`src/atd_pkg.sv`:
```
package atd_pkg;
  localparam int unsigned clk_mhz = 250;
  // timing figures as printed
  localparam int unsigned alarm_limit_ms = 2000;
  localparam int unsigned normal_limit_ms = 2000;
  // cycle counts derived from the clock rate (exact products, no rounding)
  localparam int unsigned alarm_limit_cyc = alarm_limit_ms * 1000 * clk_mhz;
  localparam int unsigned normal_limit_cyc = normal_limit_ms * 1000 * clk_mhz;
  localparam int unsigned num_circuits = 4;
  localparam int unsigned cnt_w = 32;
  localparam int unsigned circ_w = 2;
  // apb register map
  localparam logic [7:0] addr_ctrl = 8'h00;
  localparam logic [7:0] addr_status = 8'h04;
  localparam logic [7:0] addr_istat = 8'h08;
  localparam logic [7:0] addr_iclr = 8'h0c;
  localparam logic [7:0] addr_ien = 8'h10;
  // ctrl register fields
  localparam int unsigned ctrl_enable_bit = 0;
  localparam logic [31:0] ctrl_reset_val = 32'h0000_0001;
  // interrupt status fields
  localparam int unsigned irq_pass_bit = 0;
  localparam int unsigned irq_fail_bit = 1;
  localparam int unsigned irq_w = 2;
  typedef enum logic [2:0] {
    atd_idle = 3'b000,
    atd_drive = 3'b001,
    atd_release = 3'b010,
    atd_next = 3'b011,
    atd_finish = 3'b100
  } atd_state_e;
endpackage

```
`src/atd_sequencer.sv`:
```
// Added by the designer: the register addresses and register access over APB.
`timescale 1ns/1ps
// Behaviour
// - try the detector test when a charger inhibit hour begins
// - after pass or fail, no new test until the next inhibit hour
// - hold off on panel reset, fire, self-test, non-latching, zone indicators
// - start at once when hold-off clears inside the inhibit hour
// - circuit must reach alarm within 2 s of test signal, else failed
// - after signal withdrawn circuit must return normal within 2 s
// - visit each of the 4 circuits exactly once per run, in order
// - failed circuit lights its zone defect steady; controller enters defect
// - test-raised defect persists until a test runs in a later inhibit hour
// - all pass clears controller defect, zone defects left alone
// - zone defect indicators clear only on panel reset
// - test alarms never latched nor forwarded to brigade or evacuation
// - real fire on tested circuit may report up to about 2 s late (the return-to-normal limit), with fail
// - fire on circuits not under test reported without delay
// - inhibit hour recurs every 24 h for 1 h and frames the test window
module atd_sequencer #(
  parameter int unsigned alarm_limit = atd_pkg::alarm_limit_cyc,
  parameter int unsigned normal_limit = atd_pkg::normal_limit_cyc
) (
  input wire logic pclk,
  input wire logic presetn,
  input wire logic psel,
  input wire logic penable,
  input wire logic pwrite,
  input wire logic [7:0] paddr,
  input wire logic [31:0] pwdata,
  output logic [31:0] prdata,
  output logic pready,
  output logic pslverr,
  input wire logic charger_inhibit,
  input wire logic panel_reset,
  input wire logic fire_state,
  input wire logic self_test_active,
  input wire logic self_test_failed,
  input wire logic non_latching,
  input wire logic zone_alarm_any,
  input wire logic [3:0] circuit_alarm,
  output logic [3:0] test_signal,
  output logic [3:0] zone_defect,
  output logic [3:0] alarm_forward,
  output logic test_defect,
  output logic test_running,
  output logic irq
);
  // ---------------------------------------------------------------
  // sequencer
  // ---------------------------------------------------------------
  atd_pkg::atd_state_e state, next_state;
  logic [atd_pkg::cnt_w-1:0] timer, next_timer;
  logic [atd_pkg::circ_w-1:0] circ, next_circ;
  logic [3:0] run_fail, next_run_fail;
  logic [3:0] next_test_signal, next_zone_defect, next_alarm_forward;
  logic next_test_defect, done, next_done, inhibit_d, next_test_running;
  logic [31:0] ctrl, next_ctrl;
  logic [atd_pkg::irq_w-1:0] istat, next_istat, ien, next_ien;
  logic ev_pass, ev_fail, hold_off, hour_start, enable;

  // software enable, set after reset
  assign enable = ctrl[atd_pkg::ctrl_enable_bit];
  assign hour_start = charger_inhibit & ~inhibit_d;
  // any condition that keeps the test from starting
  assign hold_off = panel_reset | fire_state | self_test_active | self_test_failed |
                    non_latching | (|zone_defect) | zone_alarm_any;

  // next state of the test sequence
  always_comb begin
    next_state = state;
    next_timer = timer;
    next_circ = circ;
    next_run_fail = run_fail;
    next_test_signal = 4'h0;
    next_done = done;
    next_test_defect = test_defect;
    next_zone_defect = zone_defect;
    ev_pass = 1'b0;
    ev_fail = 1'b0;
    if (hour_start) begin
      next_done = 1'b0;
    end
    unique case (state)
      atd_pkg::atd_idle: begin
        // window framed by the inhibit input
        if (charger_inhibit && !next_done && !hold_off && enable) begin
          next_state = atd_pkg::atd_drive;
          next_circ = '0;
          next_run_fail = 4'h0;
          next_timer = '0;
          next_test_signal[0] = 1'b1;
        end
      end
      atd_pkg::atd_drive: begin
        next_test_signal[circ] = 1'b1;
        if (circuit_alarm[circ]) begin
          next_state = atd_pkg::atd_release;
          next_timer = '0;
          next_test_signal[circ] = 1'b0;
        end else if (timer >= atd_pkg::cnt_w'(alarm_limit - 1)) begin
          next_run_fail[circ] = 1'b1;
          next_state = atd_pkg::atd_next;
          next_test_signal[circ] = 1'b0;
        end else begin
          next_timer = timer + 1'b1;
        end
      end
      atd_pkg::atd_release: begin
        if (!circuit_alarm[circ]) begin
          next_state = atd_pkg::atd_next;
        end else if (timer >= atd_pkg::cnt_w'(normal_limit - 1)) begin
          next_run_fail[circ] = 1'b1;
          next_state = atd_pkg::atd_next;
        end else begin
          next_timer = timer + 1'b1;
        end
      end
      atd_pkg::atd_next: begin
        next_timer = '0;
        if (circ == atd_pkg::circ_w'(atd_pkg::num_circuits - 1)) begin
          next_state = atd_pkg::atd_finish;
        end else begin
          next_circ = circ + 1'b1;
          next_state = atd_pkg::atd_drive;
          next_test_signal[next_circ] = 1'b1;
        end
      end
      atd_pkg::atd_finish: begin
        next_state = atd_pkg::atd_idle;
        next_done = 1'b1;
        next_zone_defect = zone_defect | run_fail;
        next_test_defect = |run_fail;
        ev_pass = ~(|run_fail);
        ev_fail = |run_fail;
      end
      default: next_state = atd_pkg::atd_idle;
    endcase
    // panel reset is the only clear of the zone defects; a fail on the same edge still lights
    if (panel_reset) begin
      next_zone_defect = (state == atd_pkg::atd_finish) ? run_fail : 4'h0;
    end
  end

  // alarms of the circuit under test are masked, others pass straight on
  always_comb begin
    next_alarm_forward = circuit_alarm;
    next_test_running = (next_state != atd_pkg::atd_idle);
    // the edge that starts a run already masks the first circuit
    if (next_state == atd_pkg::atd_drive || next_state == atd_pkg::atd_release ||
        (state != atd_pkg::atd_idle && state != atd_pkg::atd_finish)) begin
      next_alarm_forward[next_circ] = 1'b0;
    end
  end

  // sequencer registers
  always_ff @(posedge pclk or negedge presetn) begin
    if (!presetn) begin
      state <= atd_pkg::atd_idle;
      timer <= '0;
      circ <= '0;
      run_fail <= 4'h0;
      test_signal <= 4'h0;
      zone_defect <= 4'h0;
      alarm_forward <= 4'h0;
      test_defect <= 1'b0;
      test_running <= 1'b0;
      done <= 1'b0;
      inhibit_d <= 1'b0;
    end else begin
      state <= next_state;
      timer <= next_timer;
      circ <= next_circ;
      run_fail <= next_run_fail;
      test_signal <= next_test_signal;
      zone_defect <= next_zone_defect;
      alarm_forward <= next_alarm_forward;
      test_defect <= next_test_defect;
      test_running <= next_test_running;
      done <= next_done;
      inhibit_d <= charger_inhibit;
    end
  end

  // ---------------------------------------------------------------
  // apb slave and interrupts
  // ---------------------------------------------------------------
  logic wr_acc;
  logic [31:0] next_prdata;
  logic next_irq, next_pslverr, known;
  // a write lands only at the access edge
  assign wr_acc = psel & penable & pwrite & pready;

  // register writes, sticky status with set winning over clear
  always_comb begin
    next_ctrl = ctrl;
    next_ien = ien;
    next_istat = istat;
    if (wr_acc && paddr == atd_pkg::addr_ctrl) next_ctrl = pwdata;
    if (wr_acc && paddr == atd_pkg::addr_ien) next_ien = pwdata[atd_pkg::irq_w-1:0];
    if (wr_acc && paddr == atd_pkg::addr_iclr) begin
      next_istat = istat & ~pwdata[atd_pkg::irq_w-1:0];
    end
    if (ev_pass) next_istat[atd_pkg::irq_pass_bit] = 1'b1;
    if (ev_fail) next_istat[atd_pkg::irq_fail_bit] = 1'b1;
    next_irq = |(next_istat & next_ien);
  end

  // read mux, answered in the access cycle
  always_comb begin
    next_prdata = 32'h0;
    known = 1'b1;
    unique case (paddr)
      atd_pkg::addr_ctrl: next_prdata = ctrl;
      // status: done, defect, zones, fails, circuit, state
      atd_pkg::addr_status: next_prdata = {17'h0, done, test_defect, zone_defect,
                                           run_fail, circ, state};
      atd_pkg::addr_istat: next_prdata = {30'h0, istat};
      atd_pkg::addr_iclr: next_prdata = 32'h0;
      atd_pkg::addr_ien: next_prdata = {30'h0, ien};
      default: known = 1'b0;
    endcase
    next_pslverr = psel & ~penable & ~known;
  end

  // bus registers
  always_ff @(posedge pclk or negedge presetn) begin
    if (!presetn) begin
      ctrl <= atd_pkg::ctrl_reset_val;
      ien <= '0;
      istat <= '0;
      irq <= 1'b0;
      prdata <= 32'h0;
      pready <= 1'b0;
      pslverr <= 1'b0;
    end else begin
      ctrl <= next_ctrl;
      ien <= next_ien;
      istat <= next_istat;
      irq <= next_irq;
      prdata <= (psel && !penable && !pwrite) ? next_prdata : prdata;
      pready <= psel & ~penable;
      pslverr <= next_pslverr;
    end
  end
endmodule

```
`config.mk`:
```
export PLATFORM = sky130hd
export DESIGN_NAME = atd_sequencer
export DESIGN_NICKNAME = d
export VERILOG_FILES = /design/src/atd_pkg.sv /design/src/atd_sequencer.sv
export SDC_FILE = /design/constraint.sdc
export NUM_CORES = 1
export LEC_CHECK = 0
export CAP_MARGIN = 20
export CORE_MARGIN = 2
export CORE_UTILIZATION = 38
export DETAILED_ROUTE_END_ITERATION = 16
export DONT_BUFFER_PORTS = 1
export HOLD_SLACK_MARGIN = 0.12
export PLACE_DENSITY = 0.63
export SLEW_MARGIN = 20
export SYNTH_ARGS = -nofsm -noshare
export SYNTH_HDL_FRONTEND = slang
export SYNTH_SLANG_ARGS = --single-unit
```
`constraint.sdc`:
```
create_clock -name pclk -period 2.7 [get_ports pclk]
set_input_delay 0.405 -clock pclk [delete_from_list [all_inputs] [get_ports pclk]]
set_output_delay 0.405 -clock pclk [all_outputs]
set_load 0.02 [all_outputs]
```
### After elaboration in Yosys (flattened, before gate mapping)

Cells that the tools add are included.

* add/sub/neg operators: 2
* $lt $le $gt $ge: 7
* equal/unequal tests: 15
* muxes and demuxes: 47
* bitwise operators: 25
* reductions and logical operators: 31

Operator list (count)
* $pmux 32 s4: 2
* $mux 32: 4
* $mux 4: 11
* $add 32x1->32 const B: 1
* $ge 32x29->1 const B: 1
* $eq 8x4->1 const B: 2
* $mux 3: 5
* $logic_and 1x1->1: 12
* $mux 1: 12
* $pmux 3 s4: 1
* $pmux 4 s3: 1
* $eq 3x2->1 const B: 3
* $lt 2x3->1 const B: 3
* $reduce_bool 3->1: 3
* $and 4x4->4: 2
* $eq 8x3->1 const B: 1
* $eq 8x5->1 const B: 1
* $logic_not 8->1: 1
* $mux 2: 4
* $not 4->4: 2
* $or 4x4->4: 2
* $reduce_or 4->1: 2
* $and 1x1->1: 6
* $demux 1 s2: 3
* other kinds (24): 42

* flip-flop bits (word level): 128
* input port bits: 56
* output and inout bits: 49
* word-level logic and storage cells: 145

### Longest topological paths before layout

* depth in word-level cells: 18
* mapped depth: 9
* depth with buffers taken out: 7

### Worst setup path after synthesis

Ideal clock, no wire load.

* path type: input to register
* from: input paddr[1]
* to: register ctrl[10]
* library setup time: 0.125 ns
* arrival: 2.193 ns
* setup slack: 0.382 ns
* stages on the path: 5
* path buffers: 1
* cell sequence: or4_1 -> or3_1 -> nor4_4 -> buf_2 -> mux2_2

* longest elaborated chain between the ends: 2

Ends and longest elaborated chain
* start: declaration: line atd_sequencer.sv:28 `input wire logic [7:0] paddr,`
* $logic_not 8->1: line atd_sequencer.sv:198 `if (wr_acc && paddr == atd_pkg::addr_ctrl) next_ctrl = pwdata;`
* $logic_and 1x1->1: line atd_sequencer.sv:198
* end signal: assignment: line atd_sequencer.sv:228 `ctrl <= atd_pkg::ctrl_reset_val;`
* end signal: assignment: line atd_sequencer.sv:236 `ctrl <= next_ctrl;`
* end: declaration: line atd_sequencer.sv:57 `logic [31:0] ctrl, next_ctrl;`

No other way between the ends.
A chain may end at the register's enable or synchronous reset.

### Worst setup path after layout

* from: register ctrl[0]
* to: register timer[11] (netlist name)

* longest elaborated chain between the ends: 3

Ends and longest elaborated chain
* $logic_and 1x1->1: line atd_sequencer.sv:86 `if (charger_inhibit && !next_done && !hold_off && enable) begin`
* $ne 2x2->1 (no source line)
* $reduce_and 3->1 (no source line)
* end signal: assignment: line atd_sequencer.sv:171 `timer <= next_timer;`
* end: declaration: line atd_sequencer.sv:52 `logic [atd_pkg::cnt_w-1:0] timer, next_timer;`

No other way between the ends.

==> metrics.log <==
[metrics] run status: finished with violations
[metrics] violated checks: hold timing
[metrics] Post-synth EDFFs: 0
[metrics] Rel. slew slack: between 30% and 40%
[metrics] post-layout minimum cycle time: 2507 ps
[metrics] Fin. Hold Viols: around 130
[metrics] total of warnings raised by yosys: 0
[metrics] share of the synthesized area in the top cell type: 54.58%
[metrics] Hold Worst Slack: -321.5 ps
[metrics] number of maximum-capacitance constraint violations: 0
[metrics] Initial Util: just under 40%
[metrics] register clock-pin slew on the reported worst setup and hold paths: 60 ps
[metrics] Max IR drop VDD: 0.4614 mV
[metrics] Seq/Total Area, Yosys: between 50% and 60%
[metrics] top cell types by occurrence after synthesis: 127 x sky130_fd_sc_hd__dfrtp_1, 89 x sky130_fd_sc_hd__nand2_1, 35 x sky130_fd_sc_hd__o21ai_0, 33 x sky130_fd_sc_hd__mux2_2
[metrics] end of the worst register-to-register path: timer[11]
[metrics] number of antenna violations at the first check in global routing: 0
[metrics] total design power: 5.416 mW
[metrics] largest fanout on the critical path: 21
[metrics] Slew @ Worst Pin: 1041 ps
[metrics] post-route antenna net violation count: 0
[metrics] Clock Skew: about 7.3 ps
[metrics] vias post-DR: 4438
[metrics] # diodes: 0
[metrics] total CTS buffers: 17
[metrics] leak pwr: 3.145 nW
[metrics] first-pass GRT wire length: 22700 um
[metrics] library cell occupying the most area in the post-synthesis netlist: sky130_fd_sc_hd__dfrtp_1
[metrics] RSZ-0062 raised after global routing: no
[metrics] remaining global-route overflow: 0
[metrics] DIE WIDTH: around 130 um
[metrics] delay of the slowest critical-path stage: 550 ps
[metrics] final setup violation count: 0
[metrics] cell types occupying the most area after synthesis: sky130_fd_sc_hd__dfrtp_1 55%, sky130_fd_sc_hd__mux2_2 6.4%, sky130_fd_sc_hd__nand2_1 5.7%, sky130_fd_sc_hd__o21ai_0 3.0%, sky130_fd_sc_hd__nand3_1 2.6%
[metrics] endpoint required time on the critical path: 3030 ps
[metrics] synthesized area: 0.005823 mm^2
[metrics] number of DRC markers after the initial detailed-route iteration: 326
[metrics] slack of the worst reg-to-reg path: between 150 and 200 ps
[metrics] final cycle utilization of the critical path: 92.86%
[metrics] mean cell area of the mapped netlist: 10.38 um^2
[metrics] async set or reset register ratio after synthesis: 100.0%
[metrics] worst reg2reg path startpoint: ctrl[0]
[metrics] prevailing post-synth register cell: sky130_fd_sc_hd__dfrtp_1
[metrics] largest net degree at the start of global routing: about 130
[metrics] y dimension of the die: about 130 um
[metrics] final number of max-transition violations: 0
[metrics] leading cell type by number of instances after synthesis: sky130_fd_sc_hd__dfrtp_1
[metrics] iteration count of the initial detailed-routing pass: 5
[metrics] Syn Inst Count: roughly 560
[metrics] GPL Wtd Cong: 0.8094
[metrics] cell depth of the worst flop-to-flop path: 7
[metrics] Synthesized Nets: 618
[metrics] share of layout cells above drive strength 1: 16.58%
[metrics] count of filler cells inserted in the layout: 1370
[metrics] start-to-end type of the worst setup path: flip-flop to flip-flop
[metrics] cell at the root of the clock tree: sky130_fd_sc_hd__clkbuf_16
[metrics] number of top-level pins: 105
[metrics] highest achievable clock rate: around 400 MHz
[metrics] Critical Path End Type: flip-flop
[metrics] flop and latch count out of synthesis: 128
[metrics] number of input and output port buffers inserted: 0
[metrics] Setup crit start kind: flip-flop
[metrics] slowest cell on the critical path: sky130_fd_sc_hd__dfstp_2
[metrics] Core Area: 0.01509 mm^2
[metrics] count of standard-cell rows: 45
[metrics] PwrDens: between 700 and 800 mW/mm^2
[metrics] area growth from synthesis to layout: 20.20%
[metrics] crit path DAT: about 2800 ps
[metrics] post-CTS resize count: 0
[metrics] Vias per Instance: 5.568
[metrics] final routed wire length divided by cell count: between 15 and 20 um
[metrics] Routed WL: around 14000 um
[metrics] buffer depth of the longest clock path: 2
[metrics] Clock Latency Late Sink: 420 ps
[metrics] GRT Overall Usage: 17.66%
[metrics] final sum of negative setup slack: 0 ps
[metrics] CTS H-Tree Depth: 4
[metrics] die area: 0.01633 mm^2
[metrics] Detail Placement HPWL: 9391 um
[metrics] synth unique cells: 58
[metrics] post-layout util: between 40% and 50%
[metrics] DRC: 0
[metrics] clock net sink count: about 130
[metrics] clock tree from TritonCTS: yes
[metrics] crit-path cells: nor4b_4 > o2111ai_2 > a211oi_4 > buf_4 > nand3_4 > or4_1 > a21oi_1
[metrics] Hold WC Path Type: input port to async pin
[metrics] number of global-route vias before repair: 4414
[metrics] number of nets at the end of the flow: 653
## cell type report
cell class / instances / area, um^2 / area share, %
Clock buffer: 20 / 466.7 / 6.668
Clock inverter: 12 / 180.2 / 2.574
Inverter: 14 / 52.55 / 0.7508
Multi-Input combinational cell: 392 / 2452 / 35.04
Sequential cell: 128 / 3204 / 45.78
Tap cell: 188 / 235.2 / 3.361
Timing Repair Buffer: 43 / 407.9 / 5.828
## state kept, by name, summed over array words and instances (netlist names), 2 cells and up
name / count
ctrl: 32
prdata: 32
timer: 32
alarm_forward: 4
run_fail: 4
test_signal: 4
zone_defect: 4
state: 3
circ: 2
ien: 2
istat: 2
## through the flow
stage | worst slack, ps | instances | instance area (um^2) | hold WS [ps]
floorplan | 381.8 | 561 | 5823 | 109.4
global placement | 173.3 | 739 | 6097 | 113.3
detailed placement | 101.9 | 739 | 6097 | 115.0
CTS | 101.2 | 785 | 6884 | -335.7
global route | 15.14 | 797 | 6999 | -349.0
finish | 192.8 | 797 | 6999 | -321.5
## placed cells by master, fill, tap and decap left out, types with 18 or more instances in the layout
master | netlist | layout
sky130_fd_sc_hd__o21ai_0 | 35 | 35
sky130_fd_sc_hd__dlygate4sd3_1 | 0 | 24
sky130_fd_sc_hd__nand3_1 | 30 | 30
sky130_fd_sc_hd__nor2_1 | 30 | 30
sky130_fd_sc_hd__mux2_2 | 33 | 33
sky130_fd_sc_hd__nand2_1 | 89 | 89
sky130_fd_sc_hd__or3_1 | 18 | 18
sky130_fd_sc_hd__dfrtp_1 | 127 | 127
sky130_fd_sc_hd__a21oi_1 | 21 | 21
## critical path: cells and delay by family, from the launching register on
family                 cells  cell delay, ps
DFF                        1             550
buffers and inverters      1             190
AOI/OAI and AO/OA          3             670
and+or+nand+nor            3            1000
## layer usage
| metal | wire (um) | up-vias | GRT usage, % |
|---|---|---|---|
| met5 | 0 | - | 0 |
| met4 | 223 | 0 | 5.882 |
| met3 | 962 | 21 | 5.885 |
| met2 | 6289 | 147 | 27.37 |
| met1 | 6227 | 2199 | 23.40 |
| li1 | - | 2071 | - |
## worst max-delay path by stage
stage                          start        end  slack (ps)  cells after the start
floorplan                   paddr[1]   ctrl[10]         380                      5
detailed placement  self_test_failed  timer[11]         100                      6
CTS                          ctrl[0]  timer[11]         100                      6
finish                       ctrl[0]  timer[11]         190                      7
global route                 circ[0]  timer[14]          20                      5
global placement    self_test_failed  timer[11]         170                      6
## what timing repair did
item	4_1_cts	5_1_grt
setup buffers	0	2
hold buffers	14	10
setup endpoints to repair	0	2
hold endpoints to repair	145	138
## where the power goes
| group | switching, mW | internal (mW) | leakage [nW] |
|---|---|---|---|
| Combinational | 0.418 | 0.296 | 1.10 |
| Clock | 0.859 | 1.62 | 0.313 |
| Sequential | 0.184 | 2.04 | 1.73 |
## cell families (layout without fill, tap and decap cells)
| logic type | count (synthesis) | count (layout) | share of synthesized area, % |
|---|---|---|---|
| and+or+nand+nor | 243 | 243 | 22.00 |
| xor gates and xnor gates | 5 | 5 | 0.7520 |
| AOI/OAI and AO/OA | 106 | 106 | 11.73 |
| DFF | 128 | 128 | 55.03 |
| adders and majority gates | 1 | 1 | 0.2148 |
| muxes | 37 | 37 | 7.306 |
| buffers and inverters | 41 | 89 | 2.965 |
Note: power is estimated with default switching activity, not from simulation.
